File: src/aic_defines.vh
// Constants for the conversion-completion interrupt control slice.
// Assumes byte-wide registers at 16-bit addresses on a plain strobe port.
`ifndef AIC_DEFINES_VH
`define AIC_DEFINES_VH
`define AIC_ADDR_W        16
`define AIC_DATA_W        8
`define AIC_OFS_PRIO      16'hff28
`define AIC_OFS_ENABLE    16'hff2a
`define AIC_OFS_FLAG      16'hff2c
`define AIC_OFS_IRQ_STAT  16'hff2e
`define AIC_OFS_IRQ_MASK  16'hff2f
`define AIC_OFS_VEC       16'hff30
`define AIC_BIT_LVL_HI    7
`define AIC_BIT_LVL_LO    6
`define AIC_BIT_ENABLE    7
`define AIC_BIT_PENDING   7
`define AIC_RST_BYTE      8'h00
`define AIC_RST_LVL       2'h0
`define AIC_VEC_W         16
`define AIC_VEC_DEFAULT   16'h0024
`define AIC_COMMON_TOP    16'h7fff
`define AIC_STAT_ACCEPT   0
`define AIC_STAT_RETRIG   1
`define AIC_STAT_NMI_HOLD 2
`define AIC_SLP_GUARD_NS  2000000
`define AIC_CLK_NS        25
`endif

File: src/aic_irq_ctrl.v
// Interrupt control slice for the conversion-completion source: priority field,
// enable bit, pending flag, CPU request with level, vector and sleep guard.
// Assumes a CPU core on the same clock and a converter event that may be asynchronous.
//
// Local design decision: the plain strobed port.
`timescale 1ns/100ps
`include "aic_defines.vh"
module aic_irq_ctrl #(
  parameter [`AIC_VEC_W-1:0] VECTOR      = `AIC_VEC_DEFAULT,
  parameter                  SLP_GUARD_CYC = `AIC_SLP_GUARD_NS / `AIC_CLK_NS
) (
  input  wire                   clk,
  input  wire                   rst,
  input  wire [`AIC_ADDR_W-1:0] reg_addr,
  input  wire [`AIC_DATA_W-1:0] reg_wdata,
  input  wire                   reg_wr,
  input  wire                   reg_rd,
  output reg  [`AIC_DATA_W-1:0] reg_rdata,
  input  wire                   conv_done,
  input  wire                   cpu_mask_bit0,
  input  wire                   cpu_mask_bit1,
  input  wire                   cpu_accept,
  input  wire                   return_from_exception,
  input  wire                   nmi_event,
  output wire                   conv_irq_req,
  output wire [1:0]             conv_irq_level,
  output wire                   conv_irq_take,
  output reg  [`AIC_VEC_W-1:0]  conv_irq_vector,
  output wire                   sleep_blocked,
  output wire                   irq
);
  localparam integer GW = 32;

  // Returns the numeric level of a two-bit field, upper bit most significant.
  function [1:0] lvl_of;
    input hi;
    input lo;
    begin
      lvl_of = {hi, lo};
    end
  endfunction

  // True when the bus address selects the given register offset.
  function addr_is;
    input [`AIC_ADDR_W-1:0] addr;
    input [`AIC_ADDR_W-1:0] ofs;
    begin
      addr_is = (addr == ofs);
    end
  endfunction

  reg               conv_irq_level_hi_q;
  reg               conv_irq_level_lo_q;
  reg               conv_irq_enable_q;
  reg               conv_irq_pending_q;
  reg               in_service_q;
  reg  [2:0]        stat_q;
  reg  [2:0]        stat_d;
  reg  [2:0]        mask_q;
  reg  [GW-1:0]     guard_q;
  reg               done_prev_q;
  reg  [`AIC_DATA_W-1:0] rdata_d;
  wire              done_sync;
  wire              done_rise;
  wire              hit_prio;
  wire              hit_en;
  wire              hit_flag;
  wire              hit_stat;
  wire              hit_mask;
  wire              flag_clr;
  wire [1:0]        mask_lvl;
  wire              retrig;
  wire              wr_prio;
  wire              wr_en;
  wire              wr_stat;
  wire              wr_mask;
  wire              accepted;
  reg               conv_irq_level_hi_d;
  reg               conv_irq_level_lo_d;
  reg               conv_irq_enable_d;
  reg               conv_irq_pending_d;
  reg               in_service_d;
  reg  [2:0]        mask_d;
  reg  [GW-1:0]     guard_d;
  reg  [`AIC_VEC_W-1:0] vector_d;

  aic_sync3 u_sync (
    .clk  (clk),
    .rst  (rst),
    .din  (conv_done),
    .dout (done_sync)
  );

  assign done_rise = done_sync & ~done_prev_q;
  assign hit_prio  = addr_is(reg_addr, `AIC_OFS_PRIO);
  assign hit_en    = addr_is(reg_addr, `AIC_OFS_ENABLE);
  assign hit_flag  = addr_is(reg_addr, `AIC_OFS_FLAG);
  assign hit_stat  = addr_is(reg_addr, `AIC_OFS_IRQ_STAT);
  assign hit_mask  = addr_is(reg_addr, `AIC_OFS_IRQ_MASK);
  assign wr_prio   = reg_wr & hit_prio;
  assign wr_en     = reg_wr & hit_en;
  assign wr_stat   = reg_wr & hit_stat;
  assign wr_mask   = reg_wr & hit_mask;
  assign flag_clr  = reg_wr & hit_flag & reg_wdata[`AIC_BIT_PENDING];

  // The request stays up as long as the flag and the enable bit are set, so the CPU sees it again
  // after a return or a lowered mask without any extra event.
  assign conv_irq_req   = conv_irq_pending_q & conv_irq_enable_q;
  assign conv_irq_level = lvl_of(conv_irq_level_hi_q, conv_irq_level_lo_q);
  assign mask_lvl       = {cpu_mask_bit1, cpu_mask_bit0};
  // Level 0 can never exceed any mask setting, including 00.
  assign conv_irq_take  = conv_irq_req && (conv_irq_level > mask_lvl);
  assign accepted       = cpu_accept & conv_irq_take;
  assign retrig         = return_from_exception & in_service_q & conv_irq_pending_q;
  assign sleep_blocked  = guard_q != {GW{1'b0}};
  assign irq            = |(stat_q & mask_q);

  // The edge detector starts low, matching the synchroniser's reset level.
  always @(posedge clk) begin
    if (rst) begin
      done_prev_q <= 1'b0;
    end else begin
      done_prev_q <= done_sync;
    end
  end

  always @* begin
    conv_irq_level_hi_d = conv_irq_level_hi_q;
    conv_irq_level_lo_d = conv_irq_level_lo_q;
    if (wr_prio) begin
      conv_irq_level_hi_d = reg_wdata[`AIC_BIT_LVL_HI];
      conv_irq_level_lo_d = reg_wdata[`AIC_BIT_LVL_LO];
    end
  end

  always @* begin
    conv_irq_enable_d = conv_irq_enable_q;
    if (wr_en) begin
      conv_irq_enable_d = reg_wdata[`AIC_BIT_ENABLE];
    end
  end

  // A completion in the same cycle as a clear keeps the flag set.
  always @* begin
    conv_irq_pending_d = conv_irq_pending_q;
    if (done_rise) begin
      conv_irq_pending_d = 1'b1;
    end else if (flag_clr) begin
      conv_irq_pending_d = 1'b0;
    end
  end

  always @(posedge clk) begin
    if (rst) begin
      conv_irq_level_hi_q <= 1'b0;
      conv_irq_level_lo_q <= 1'b0;
      conv_irq_enable_q   <= 1'b0;
      conv_irq_pending_q  <= 1'b0;
    end else begin
      conv_irq_level_hi_q <= conv_irq_level_hi_d;
      conv_irq_level_lo_q <= conv_irq_level_lo_d;
      conv_irq_enable_q   <= conv_irq_enable_d;
      conv_irq_pending_q  <= conv_irq_pending_d;
    end
  end

  // Tracks whether the handler for this source is running, so that a return
  // with the flag still set can be told apart from an ordinary return.
  always @* begin
    in_service_d = in_service_q;
    if (accepted) begin
      in_service_d = 1'b1;
    end else if (return_from_exception) begin
      in_service_d = 1'b0;
    end
  end

  always @(posedge clk) begin
    if (rst) begin
      in_service_q <= 1'b0;
    end else begin
      in_service_q <= in_service_d;
    end
  end

  // A new non-maskable event restarts the whole guard span.
  always @* begin
    guard_d = guard_q;
    if (nmi_event) begin
      guard_d = SLP_GUARD_CYC;
    end else if (sleep_blocked) begin
      guard_d = guard_q - {{(GW-1){1'b0}}, 1'b1};
    end
  end

  always @(posedge clk) begin
    if (rst) begin
      guard_q <= {GW{1'b0}};
    end else begin
      guard_q <= guard_d;
    end
  end

  // Only the low fifteen bits of the vector are kept, so the entry is forced
  // into the common area that every bank can reach.
  always @* begin
    vector_d = VECTOR & `AIC_COMMON_TOP;
  end

  always @(posedge clk) begin
    if (rst) begin
      conv_irq_vector <= {`AIC_VEC_W{1'b0}};
    end else begin
      conv_irq_vector <= vector_d;
    end
  end

  always @* begin
    stat_d = stat_q;
    if (wr_stat) begin
      stat_d = stat_d & ~reg_wdata[2:0];
    end
    if (accepted) begin
      stat_d[`AIC_STAT_ACCEPT] = 1'b1;
    end
    if (retrig) begin
      stat_d[`AIC_STAT_RETRIG] = 1'b1;
    end
    if (nmi_event) begin
      stat_d[`AIC_STAT_NMI_HOLD] = 1'b1;
    end
  end

  always @* begin
    mask_d = mask_q;
    if (wr_mask) begin
      mask_d = reg_wdata[2:0];
    end
  end

  always @(posedge clk) begin
    if (rst) begin
      stat_q <= 3'h0;
    end else begin
      stat_q <= stat_d;
    end
  end

  always @(posedge clk) begin
    if (rst) begin
      mask_q <= 3'h0;
    end else begin
      mask_q <= mask_d;
    end
  end

  // Unmapped addresses and reserved bits read as zero.
  always @* begin
    rdata_d = `AIC_RST_BYTE;
    case (reg_addr)
      `AIC_OFS_PRIO: begin
        rdata_d[`AIC_BIT_LVL_HI] = conv_irq_level_hi_q;
        rdata_d[`AIC_BIT_LVL_LO] = conv_irq_level_lo_q;
      end
      `AIC_OFS_ENABLE: begin
        rdata_d[`AIC_BIT_ENABLE] = conv_irq_enable_q;
      end
      `AIC_OFS_FLAG: begin
        rdata_d[`AIC_BIT_PENDING] = conv_irq_pending_q;
      end
      `AIC_OFS_IRQ_STAT: begin
        rdata_d[2:0] = stat_q;
      end
      `AIC_OFS_IRQ_MASK: begin
        rdata_d[2:0] = mask_q;
      end
      `AIC_OFS_VEC: begin
        rdata_d = conv_irq_vector[7:0];
      end
      default: begin
        rdata_d = `AIC_RST_BYTE;
      end
    endcase
  end

  always @(posedge clk) begin
    if (rst) begin
      reg_rdata <= `AIC_RST_BYTE;
    end else if (reg_rd) begin
      reg_rdata <= rdata_d;
    end else begin
      reg_rdata <= `AIC_RST_BYTE;
    end
  end
endmodule // aic_irq_ctrl

File: src/aic_sync3.v
// Three-stage synchroniser with a registered output flop, for a level that arrives from outside the clock domain.
// Assumes a single clock; the output changes only when the last two stages agree.
`timescale 1ns/100ps
module aic_sync3 (
  input  wire clk,
  input  wire rst,
  input  wire din,
  output reg  dout
);
  reg s1_q;
  reg s2_q;
  reg s3_q;

  always @(posedge clk) begin
    if (rst) begin
      s1_q <= 1'b0;
      s2_q <= 1'b0;
      s3_q <= 1'b0;
      dout <= 1'b0;
    end else begin
      s1_q <= din;
      s2_q <= s1_q;
      s3_q <= s2_q;
      if (s2_q == s3_q) begin
        dout <= s3_q;
      end
    end
  end
endmodule // aic_sync3
File: config.mk
export PLATFORM = sky130hd
export DESIGN_NAME = aic_irq_ctrl
export DESIGN_NICKNAME = d
export VERILOG_FILES = /design/src/aic_irq_ctrl.v /design/src/aic_sync3.v
export VERILOG_INCLUDE_DIRS = /design/src
export SDC_FILE = /design/constraint.sdc
export NUM_CORES = 1
export LEC_CHECK = 0
export ABC_CLOCK_PERIOD_IN_PS = 2300
export CORE_UTILIZATION = 56
export CTS_CLUSTER_DIAMETER = 50
export DETAILED_ROUTE_END_ITERATION = 7
export DONT_BUFFER_PORTS = 1
export PLACE_DENSITY_LB_ADDON = 0.08
export RECOVER_POWER = 100
export REMOVE_ABC_BUFFERS = 1
export SLEW_MARGIN = 20
export SYNTH_ARGS = -nofsm -noshare
export SYNTH_HDL_FRONTEND = slang
export SYNTH_SLANG_ARGS = --single-unit
File: constraint.sdc
create_clock -name clk -period 2.3 [get_ports clk]
set_input_delay 0.69 -clock clk [delete_from_list [all_inputs] [get_ports clk]]
set_output_delay 0.69 -clock clk [all_outputs]
set_load 0.02 [all_outputs]
# [Yosys cells after proc, flatten, opt, wreduce, memory -nomap -nowiden]
# Cells that the tools add are included.
[op_classes] eq_ne=7 reduce_logical=12 order_cmp=1 mux=14 n_addsub=1 n_bitwise=17
[ops] op="16-bit == test, second input constant" count=6
[ops] op="17-bit two-way mux" count=2
[ops] op="32-bit nonzero test" count=1
[ops] op="32-bit by 1-bit subtractor with 32-bit output, second input constant" count=1
[ops] op="2-bit nonzero test" count=6
[ops] op="1-bit AND" count=11
[ops] op="3-bit case mux with 3 select lines" count=1
[ops] op="1-bit two-way mux" count=7
[ops] op="3-bit AND" count=2
[ops] op="6-bit two-way mux" count=1
[ops] op="3-bit OR reduction" count=2
[ops] op="1-bit case mux with 4 select lines" count=1
[ops] op="2-bit OR reduction" count=2
[ops] op="3-bit two-way mux" count=1
[ops] op="1-bit NOT" count=3
[ops] op="3-bit NOT" count=1
[ops] op="2-bit greater-than comparator" count=1
[ops] op="1-bit case mux with 2 select lines" count=1
[ops] op="1-bit == test" count=1
[ops] op="1-bit logical AND" count=1
[word_totals] wordCells=71 out_inout_bits=30 in_bits=34 regBits=72

# [Logic depth before layout (Yosys ltp)]
# Gate-level depths: netlist (run 1).
[logic_depth] depth_word=5 mapped_depth=7

# [By module]
# Synthesis (run 1) repeated with hierarchy kept, for this count alone.
[unflattened] hier_cells=312 area_unflattened_um2=2693.8
[by_module_without_submodules] mod="aic_irq_ctrl" seq_area_each_um2=1021.0 cells_per_inst=302 instances=1 area_per_inst_um2=2581.2
[by_module_without_submodules] mod="aic_sync3" seq_area_each_um2=80.1 cells_per_inst=10 instances=1 area_per_inst_um2=112.6

# [Least setup slack after synthesis (run 1)]
# No wires, ideal clock.
[synth_path] path_kind="reg-to-output" from="reg guard_q[11]" to="out sleep_blocked" arrival_ns=1.711 path_buffers=0 required_ns=1.610 setup_slack_ns=-0.101 stages_incl_launch_ff=4 path_cell_list="dfxtp_1 nor4_1 nand4_1 or3_1"
[synth_between] elab_chain_len=1
[synth_rtl] item="from (decl)" line="aic_irq_ctrl.v:60" rtl="reg [GW-1:0] guard_q;"
[synth_rtl] item="from (signal assigned)" line="aic_irq_ctrl.v:198" rtl="guard_q <= {GW{1'b0}};"
[synth_rtl] item="from (signal assigned)" line="aic_irq_ctrl.v:200" rtl="guard_q <= guard_d;"
[synth_rtl] item="32-bit nonzero test" line="aic_irq_ctrl.v:115" rtl="assign sleep_blocked = guard_q != {GW{1'b0}};"
[synth_rtl] item="to (decl)" line="aic_irq_ctrl.v:29" rtl="output wire sleep_blocked,"
# No other way between the ends.

# [Worst setup path after layout (run 1)]
[layout_path] from="reg guard_q[24]" to="out sleep_blocked"
# Same word-level chain as after synthesis.

==> impl_metrics.toml, run 1 <==
[global_route]
grt_pass1_vias = 1981
grt_util_all_layers_pct = 22.2
grt_antenna_before_repair = 0
grt_start_max_net_pins = 24
grt_pass1_wl_mm = 8.97
grt.overflow.total = 0

[power]
p_int_mw = 1.40
ir_drop_mv = 0.325
swShare_pct = 30.6
power.static_leakage_nw = 1.13
seq_power_share_pct = 51.7
power_switching_mw = 0.618
p_total_mw = 2.02
p_per_area_nw_per_um2 = 679
power_frac_clock_pct = 26.5
pwr-share-comb_pct = 21.8

[timing]
period_needed_ns = 2.24
setup-violations-final = 0
drv_slew = 0
finalHoldViolCount = 0
finalCritPeriodShare_pct = 97.4
rsz0062_at_grt = "true"
slew_headroom_pct = 53.5
fin_setup_tns_ns = 0
finClkSkew_ns = 0.00743
worstMarginPinSlew_ns = 0.692
whs_ns = 0.427
max_freq_mhz = 447

[cts]
cts_tree = "built"
cts.path.max_buffers = 2
numCtsBuffers = 5
clock-sinks = 55
ctsHoldBuffers = 0
clkSlewWorstSetupHoldPaths_ns = 0.10
root_buffer = "clkbuf_8"
clk_latency_ns = 0.31
h-tree-depth = 2

[synthesis]
synth-seq-cells = 55
yosys.area_share.xor_xnor_pct = 4.55
synth_compound_area_share_pct = 14.2
synthCells = 309
yosys.area_share.simple_pct = 27.0
ys_seq_area_share_pct = 40.9
synth.distinct_cells = 45
syn_area_per_cell_um2 = 8.71
synthMuxAreaShare_pct = 4.18
syn-cell-area_um2 = 2690
yosys.area_share.adder_pct = 1.39
synth_top_family_by_area = "simple AND/OR/NAND/NOR gates"
ys_warn_count = 0

[critical_path]
reg2reg_depth = 5
critPathMaxStageDelay_ns = 0.45
end_kind = "primary output"
crit_chain = "nor4_4, nand3_1, or3_4"
crit_start = "guard_q[24]$_SDFFE_PP0P_"
arrival_ns = 1.55
crit_type = "reg2out"
path_max_fanout = 6
path_depth = 3
cp_num_buf_inv = 0
worstPathRequired_ns = 1.61
critPathLaunchType = "flop"
cpMaxStageDelayCell = "or3_4"
crit_family = "simple AND/OR/NAND/NOR gates"
regToRegStartpoint = "guard_q[12]$_SDFFE_PP0P_"

[die]
die_x_um = 71.3
row_count = 24
die-area_um2 = 5090
chipHeight_um = 71.3
start_util_pct = 60.2
ios = 64
core_area_um2 = 4470

[layout]
fin_nets = 359
stdcell_area_um2 = 2970
register_area_um2 = 1120
layout_common_cells = "45 x dfxtp_1, 36 x nor2_1, 22 x a21oi_1, 16 x conb_1, 16 x buf_4"
fin_cells = 375
filler_cell_count = 365
drive_gt1_share_pct = 16.4
multi_input_area_um2 = 1530
antenna_cells = 0
mostFrequentLayoutCell = "dfxtp_1"
layout-area-overhead-vs-synth_pct = 10.5

[worst_hold_path]
hold_depth = 1
worstHoldStart = "rst"
holdCritPathClass = "in2reg"

[placement]
placed_cell_area_um2 = 2740
io_buffers = 0
place_congestion = 0.780
hpwl_mm = 3.68
placedCellCount = 362

[routing]
wl_mm = 5.18
wl_per_cell_um = 13.8
final_antenna_net_count = 0
vias_per_cell = 5.78
drtPass1Iterations = 7
drcViolationCount = 4
drt_iter0_markers = 107
vias = 2167

[outcome]
violations = "design-rule violations"
status = "complete, but fails checks"

[job]
maxCapViolCount = 0
[area by class of cell]
cell class / instances / share of cell area, %
flip-flops and latches: 55 / 37.6
clock buffers: 5 / 2.31
multi-input cells: 233 / 51.6
well taps: 52 / 2.19
inverters: 8 / 1.01
clock inverters: 3 / 0.757
repair buffers: 19 / 4.54
[synthesized netlist by cell type, drive strengths merged]
cell | instances | area (um^2)
a211oi | 1 | 7.51
a21oi | 22 | 110
a222oi | 1 | 10.0
a31oi | 3 | 18.8
a32oi | 1 | 8.76
and2 | 1 | 6.26
and3 | 2 | 12.5
and4 | 2 | 17.5
buf | 20 | 148
clkbuf | 8 | 30.0
conb | 1 | 3.75
dfxtp | 55 | 1100
ha | 3 | 37.5
inv | 8 | 30.0
mux2 | 2 | 22.5
mux2i | 9 | 90.1
nand2 | 14 | 52.6
nand2b | 5 | 31.3
nand3 | 12 | 72.6
nand4 | 5 | 31.3
nand4b | 2 | 17.5
nand4bb | 1 | 11.3
nor2 | 36 | 135
nor2b | 7 | 43.8
nor3 | 9 | 55.1
nor4 | 11 | 68.8
nor4b | 1 | 8.76
o211ai | 6 | 50.1
o21a | 1 | 7.51
o21ai | 8 | 40.0
o311ai | 1 | 16.3
o31a | 1 | 8.76
o31ai | 12 | 95.1
o41ai | 1 | 8.76
or3 | 11 | 70.1
or4 | 12 | 91.3
xnor2 | 3 | 26.3
xor2 | 11 | 96.3
[power by group through the flow]
stage | combinational (mW) | sequential, mW | clock [mW]
3_3_place_gp | 0.392 | 1.05 | 0
4_1_cts | 0.427 | 1.04 | 0.557
5_1_grt | 0.490 | 1.05 | 0.590
6_report | 0.440 | 1.04 | 0.536
3_5_place_dp | 0.396 | 1.05 | 0
2_1_floorplan | 0.288 | 1.04 | 0
[registers in the layout, indices dropped and copies added, names as in the netlist]
name	count
done_prev_q	1
u_sync.s2_q	1
mask_q	3
u_sync.s3_q	1
conv_irq_pending_q	1
conv_irq_level_lo_q	1
guard_q	32
conv_irq_level_hi_q	1
in_service_q	1
conv_irq_enable_q	1
reg_rdata	6
u_sync.dout	1
stat_q	3
u_sync.s1_q	1
conv_irq_vector	1
[worst paths after layout]
kind                                                 end  slack, ns
worst max-delay path                       sleep_blocked       0.06
worst min-delay path            guard_q[11]$_SDFFE_PP0P_       0.43
worst max register to register  guard_q[21]$_SDFFE_PP0P_       0.16
worst min register to register    u_sync.s2_q$_SDFF_PP0_       0.46
[repair_timing]
item,4_1_cts,5_1_grt
gates resized for setup,16,13
pin swaps,3,5
cloned,0,0
buffers inserted,3,2
endpoints found under the setup margin,1,2
[through the flow]
step           utilization [%]  setup slack, ns
2_1_floorplan                -           -0.101
3_3_place_gp              61.3            0.197
3_5_place_dp              61.3            0.185
4_1_cts                   65.5         0.000472
5_1_grt                   66.5         -0.00153
6_report                  66.5           0.0605
[metal layers]
metal / vias to the layer above / global-route usage [%] / wire length, um
met5: - / 0 / 0
met3: 6 / 5.34 / 211
li1: 1118 / - / -
met4: 0 / 7.33 / 68
met2: 43 / 32.9 / 2260
met1: 1000 / 31.8 / 2640
[logic make-up (layout without fill, tap and decap cells)]
group                      count (synthesis)  count (layout)
other                                      1              16
and+or+nand+nor                          131             131
adders and majority gates                  3               3
muxes                                     11              11
xor gates and xnor gates                  14              14
AOI/OAI and AO/OA                         58              58
buffers and inverters                     36              35
DFF                                       55              55
Note: power is estimated with default switching activity, not from simulation.
==> run 2, diff against run 1 <==
- ABC_CLOCK_PERIOD_IN_PS: 2300 -> default
- PLACE_DENSITY: default -> 0.77
- PLACE_DENSITY_LB_ADDON: 0.08 -> default
==> run 2 against run 1 <==
- setup slack worse by 0.020 ns
- critical endpoint unchanged
- die area stayed put
- highest routed layer unchanged
- clock power is 5.4% lower
- the run still ends with design-rule violations left
==> impl_metrics.toml, run 2 (synthesis gave the netlist of run 1 again) <==
[placement]
place_ws_ns = 0.138
hpwl_mm = 3.76
io_buffers = 0
placedCellCount = 362
place_congestion = 0.864

[layout]
reg_top3 = "guard_q: 32 flops, reg_rdata: 6 flops"
largest_reg_flops = 32
register_area_um2 = 1100
filler_cell_count = 389
mostFrequentLayoutCell = "dfxtp_1"
fin_cells = 370
fin_nets = 354
layout-area-overhead-vs-synth_pct = 4.88
antenna_cells = 0
drive_gt1_share_pct = 9.43
multi_input_area_um2 = 1450
regMostFlops = "guard_q"
layout_common_cells = "54 x dfxtp_1, 36 x nor2_1, 22 x a21oi_1, 16 x conb_1, 14 x nand2_1"

[die]
start_util_pct = 60.2
die_x_um = 71.3
row_count = 24
die-area_um2 = 5090
core_area_um2 = 4470
ios = 64
chipHeight_um = 71.3

[global_route]
grt.overflow.total = 0
grt_start_max_net_pins = 24
grt_pass1_wl_mm = 8.88
grt_antenna_before_repair = 0
grt_util_all_layers_pct = 21.8
grt_pass1_vias = 2011

[cts]
cts_tree = "built"
ctsHoldBuffers = 0
cts_setup_buffers = 0
root_buffer = "clkbuf_8"
clk_latency_ns = 0.31
numCtsBuffers = 5
clkSlewWorstSetupHoldPaths_ns = 0.09
clock-sinks = 55
cts.path.max_buffers = 2
h-tree-depth = 2

[power]
p_int_mw = 1.36
pwr-share-comb_pct = 20.1
power_frac_clock_pct = 26.2
power_switching_mw = 0.574
swShare_pct = 29.7
seq_power_share_pct = 53.6
power.static_leakage_nw = 1.07
ir_drop_mv = 0.306
p_per_area_nw_per_um2 = 684

[critical_path]
crit_type = "reg2out"
critPathLaunchType = "flop"
worstPathRequired_ns = 1.61
path_max_fanout = 3
cpMaxStageDelayCell = "or3_4"
reg2reg_depth = 5
r2r_setup_slack_ns = 0.15
cp_num_buf_inv = 0
arrival_ns = 1.57
crit_chain = "nor4_2, nand3_1, or3_4"
end_kind = "primary output"
crit_family = "simple AND/OR/NAND/NOR gates"
critPathMaxStageDelay_ns = 0.46
r2r-end = "guard_q[31]$_SDFFE_PP0P_"
regToRegStartpoint = "guard_q[5]$_SDFFE_PP0P_"
crit_start = "guard_q[26]$_SDFFE_PP0P_"

[routing]
wl_mm = 5.31
drtPass1Iterations = 7
wl_per_cell_um = 14.3
drcViolationCount = 9
drt_iter0_markers = 171
vias_per_cell = 5.87
final_antenna_net_count = 0
vias = 2172

[timing]
fin_setup_tns_ns = 0
period_needed_ns = 2.26
rsz0062_at_grt = "true"
slew_headroom_pct = 49.1
finalCritPeriodShare_pct = 98.2
drv_slew = 0
setup-violations-final = 0
finalHoldViolCount = 0
worstMarginPinSlew_ns = 0.757
setup_slack_ns = 0.0403
max_freq_mhz = 443
finClkSkew_ns = 0.00657

[outcome]
status = "complete, but fails checks"
violations = "design-rule violations"

[worst_hold_path]
holdCritPathClass = "in2reg"
hold_depth = 1
worstHoldStart = "rst"
whs_endpoint = "conv_irq_level_lo_q$_SDFFE_PP0P_"

[job]
maxCapViolCount = 0
## run 2: worst max path at each step
| stage | to | cells past startpoint |
|---|---|---|
| 2_1_floorplan | sleep_blocked | 3 |
| 3_3_place_gp | reg_rdata[6]$_SDFF_PP0_ | 4 |
| 3_5_place_dp | reg_rdata[6]$_SDFF_PP0_ | 4 |
| 4_1_cts | sleep_blocked | 3 |
| 5_1_grt | guard_q[31]$_SDFFE_PP0P_ | 5 |
| 6_report | sleep_blocked | 3 |
## run 2: per-stage QoR
stage	utilization (%)	instance area, um^2	power (mW)	hold WS, ns
3_5_place_dp	61.3	2740	1.44	0.425
4_1_cts	63.7	2850	1.96	0.428
6_report	63.1	2820	1.93	0.440
2_1_floorplan	-	2570	1.33	0.414
5_1_grt	63.1	2820	2.03	0.422
3_3_place_gp	61.3	2740	1.44	0.416
## run 2: area by class of cell
type / count / area share, %
flip-flops and latches: 55 / 39.0
multi-input cells: 233 / 51.5
repair buffers: 14 / 3.23
clock inverters: 1 / 0.177
clock buffers: 7 / 2.70
well taps: 52 / 2.30
inverters: 8 / 1.06
## run 2: power by group through the flow
| stage | sequential [mW] | combinational, mW | clock, mW |
|---|---|---|---|
| 6_report | 1.04 | 0.388 | 0.507 |
| 3_5_place_dp | 1.05 | 0.390 | 0 |
| 5_1_grt | 1.04 | 0.432 | 0.558 |
| 3_3_place_gp | 1.05 | 0.383 | 0 |
| 4_1_cts | 1.04 | 0.399 | 0.528 |
| 2_1_floorplan | 1.04 | 0.288 | 0 |
## run 2: metal layers
layer	wire length (um)	part of all wire, %	up-vias	track usage [%]
met5	0	0	-	0
met4	83	1.6	0	8.00
met3	312	5.9	11	5.77
met2	2430	46	60	35.7
met1	2480	47	989	27.8
li1	-	-	1112	-
## run 2: timing repair
item	4_1_cts	5_1_grt
pin swaps	0	4
endpoints found under the setup margin	1	2
resized for setup	5	3
## run 2: worst register-to-register path, stage by stage, from the launching register on
cell and delay (ns):
dfxtp_1 0.38, nor4_1 0.48, and4_1 0.33, o211ai_1 0.28
or4_1 0.48, a21oi_1 0.15
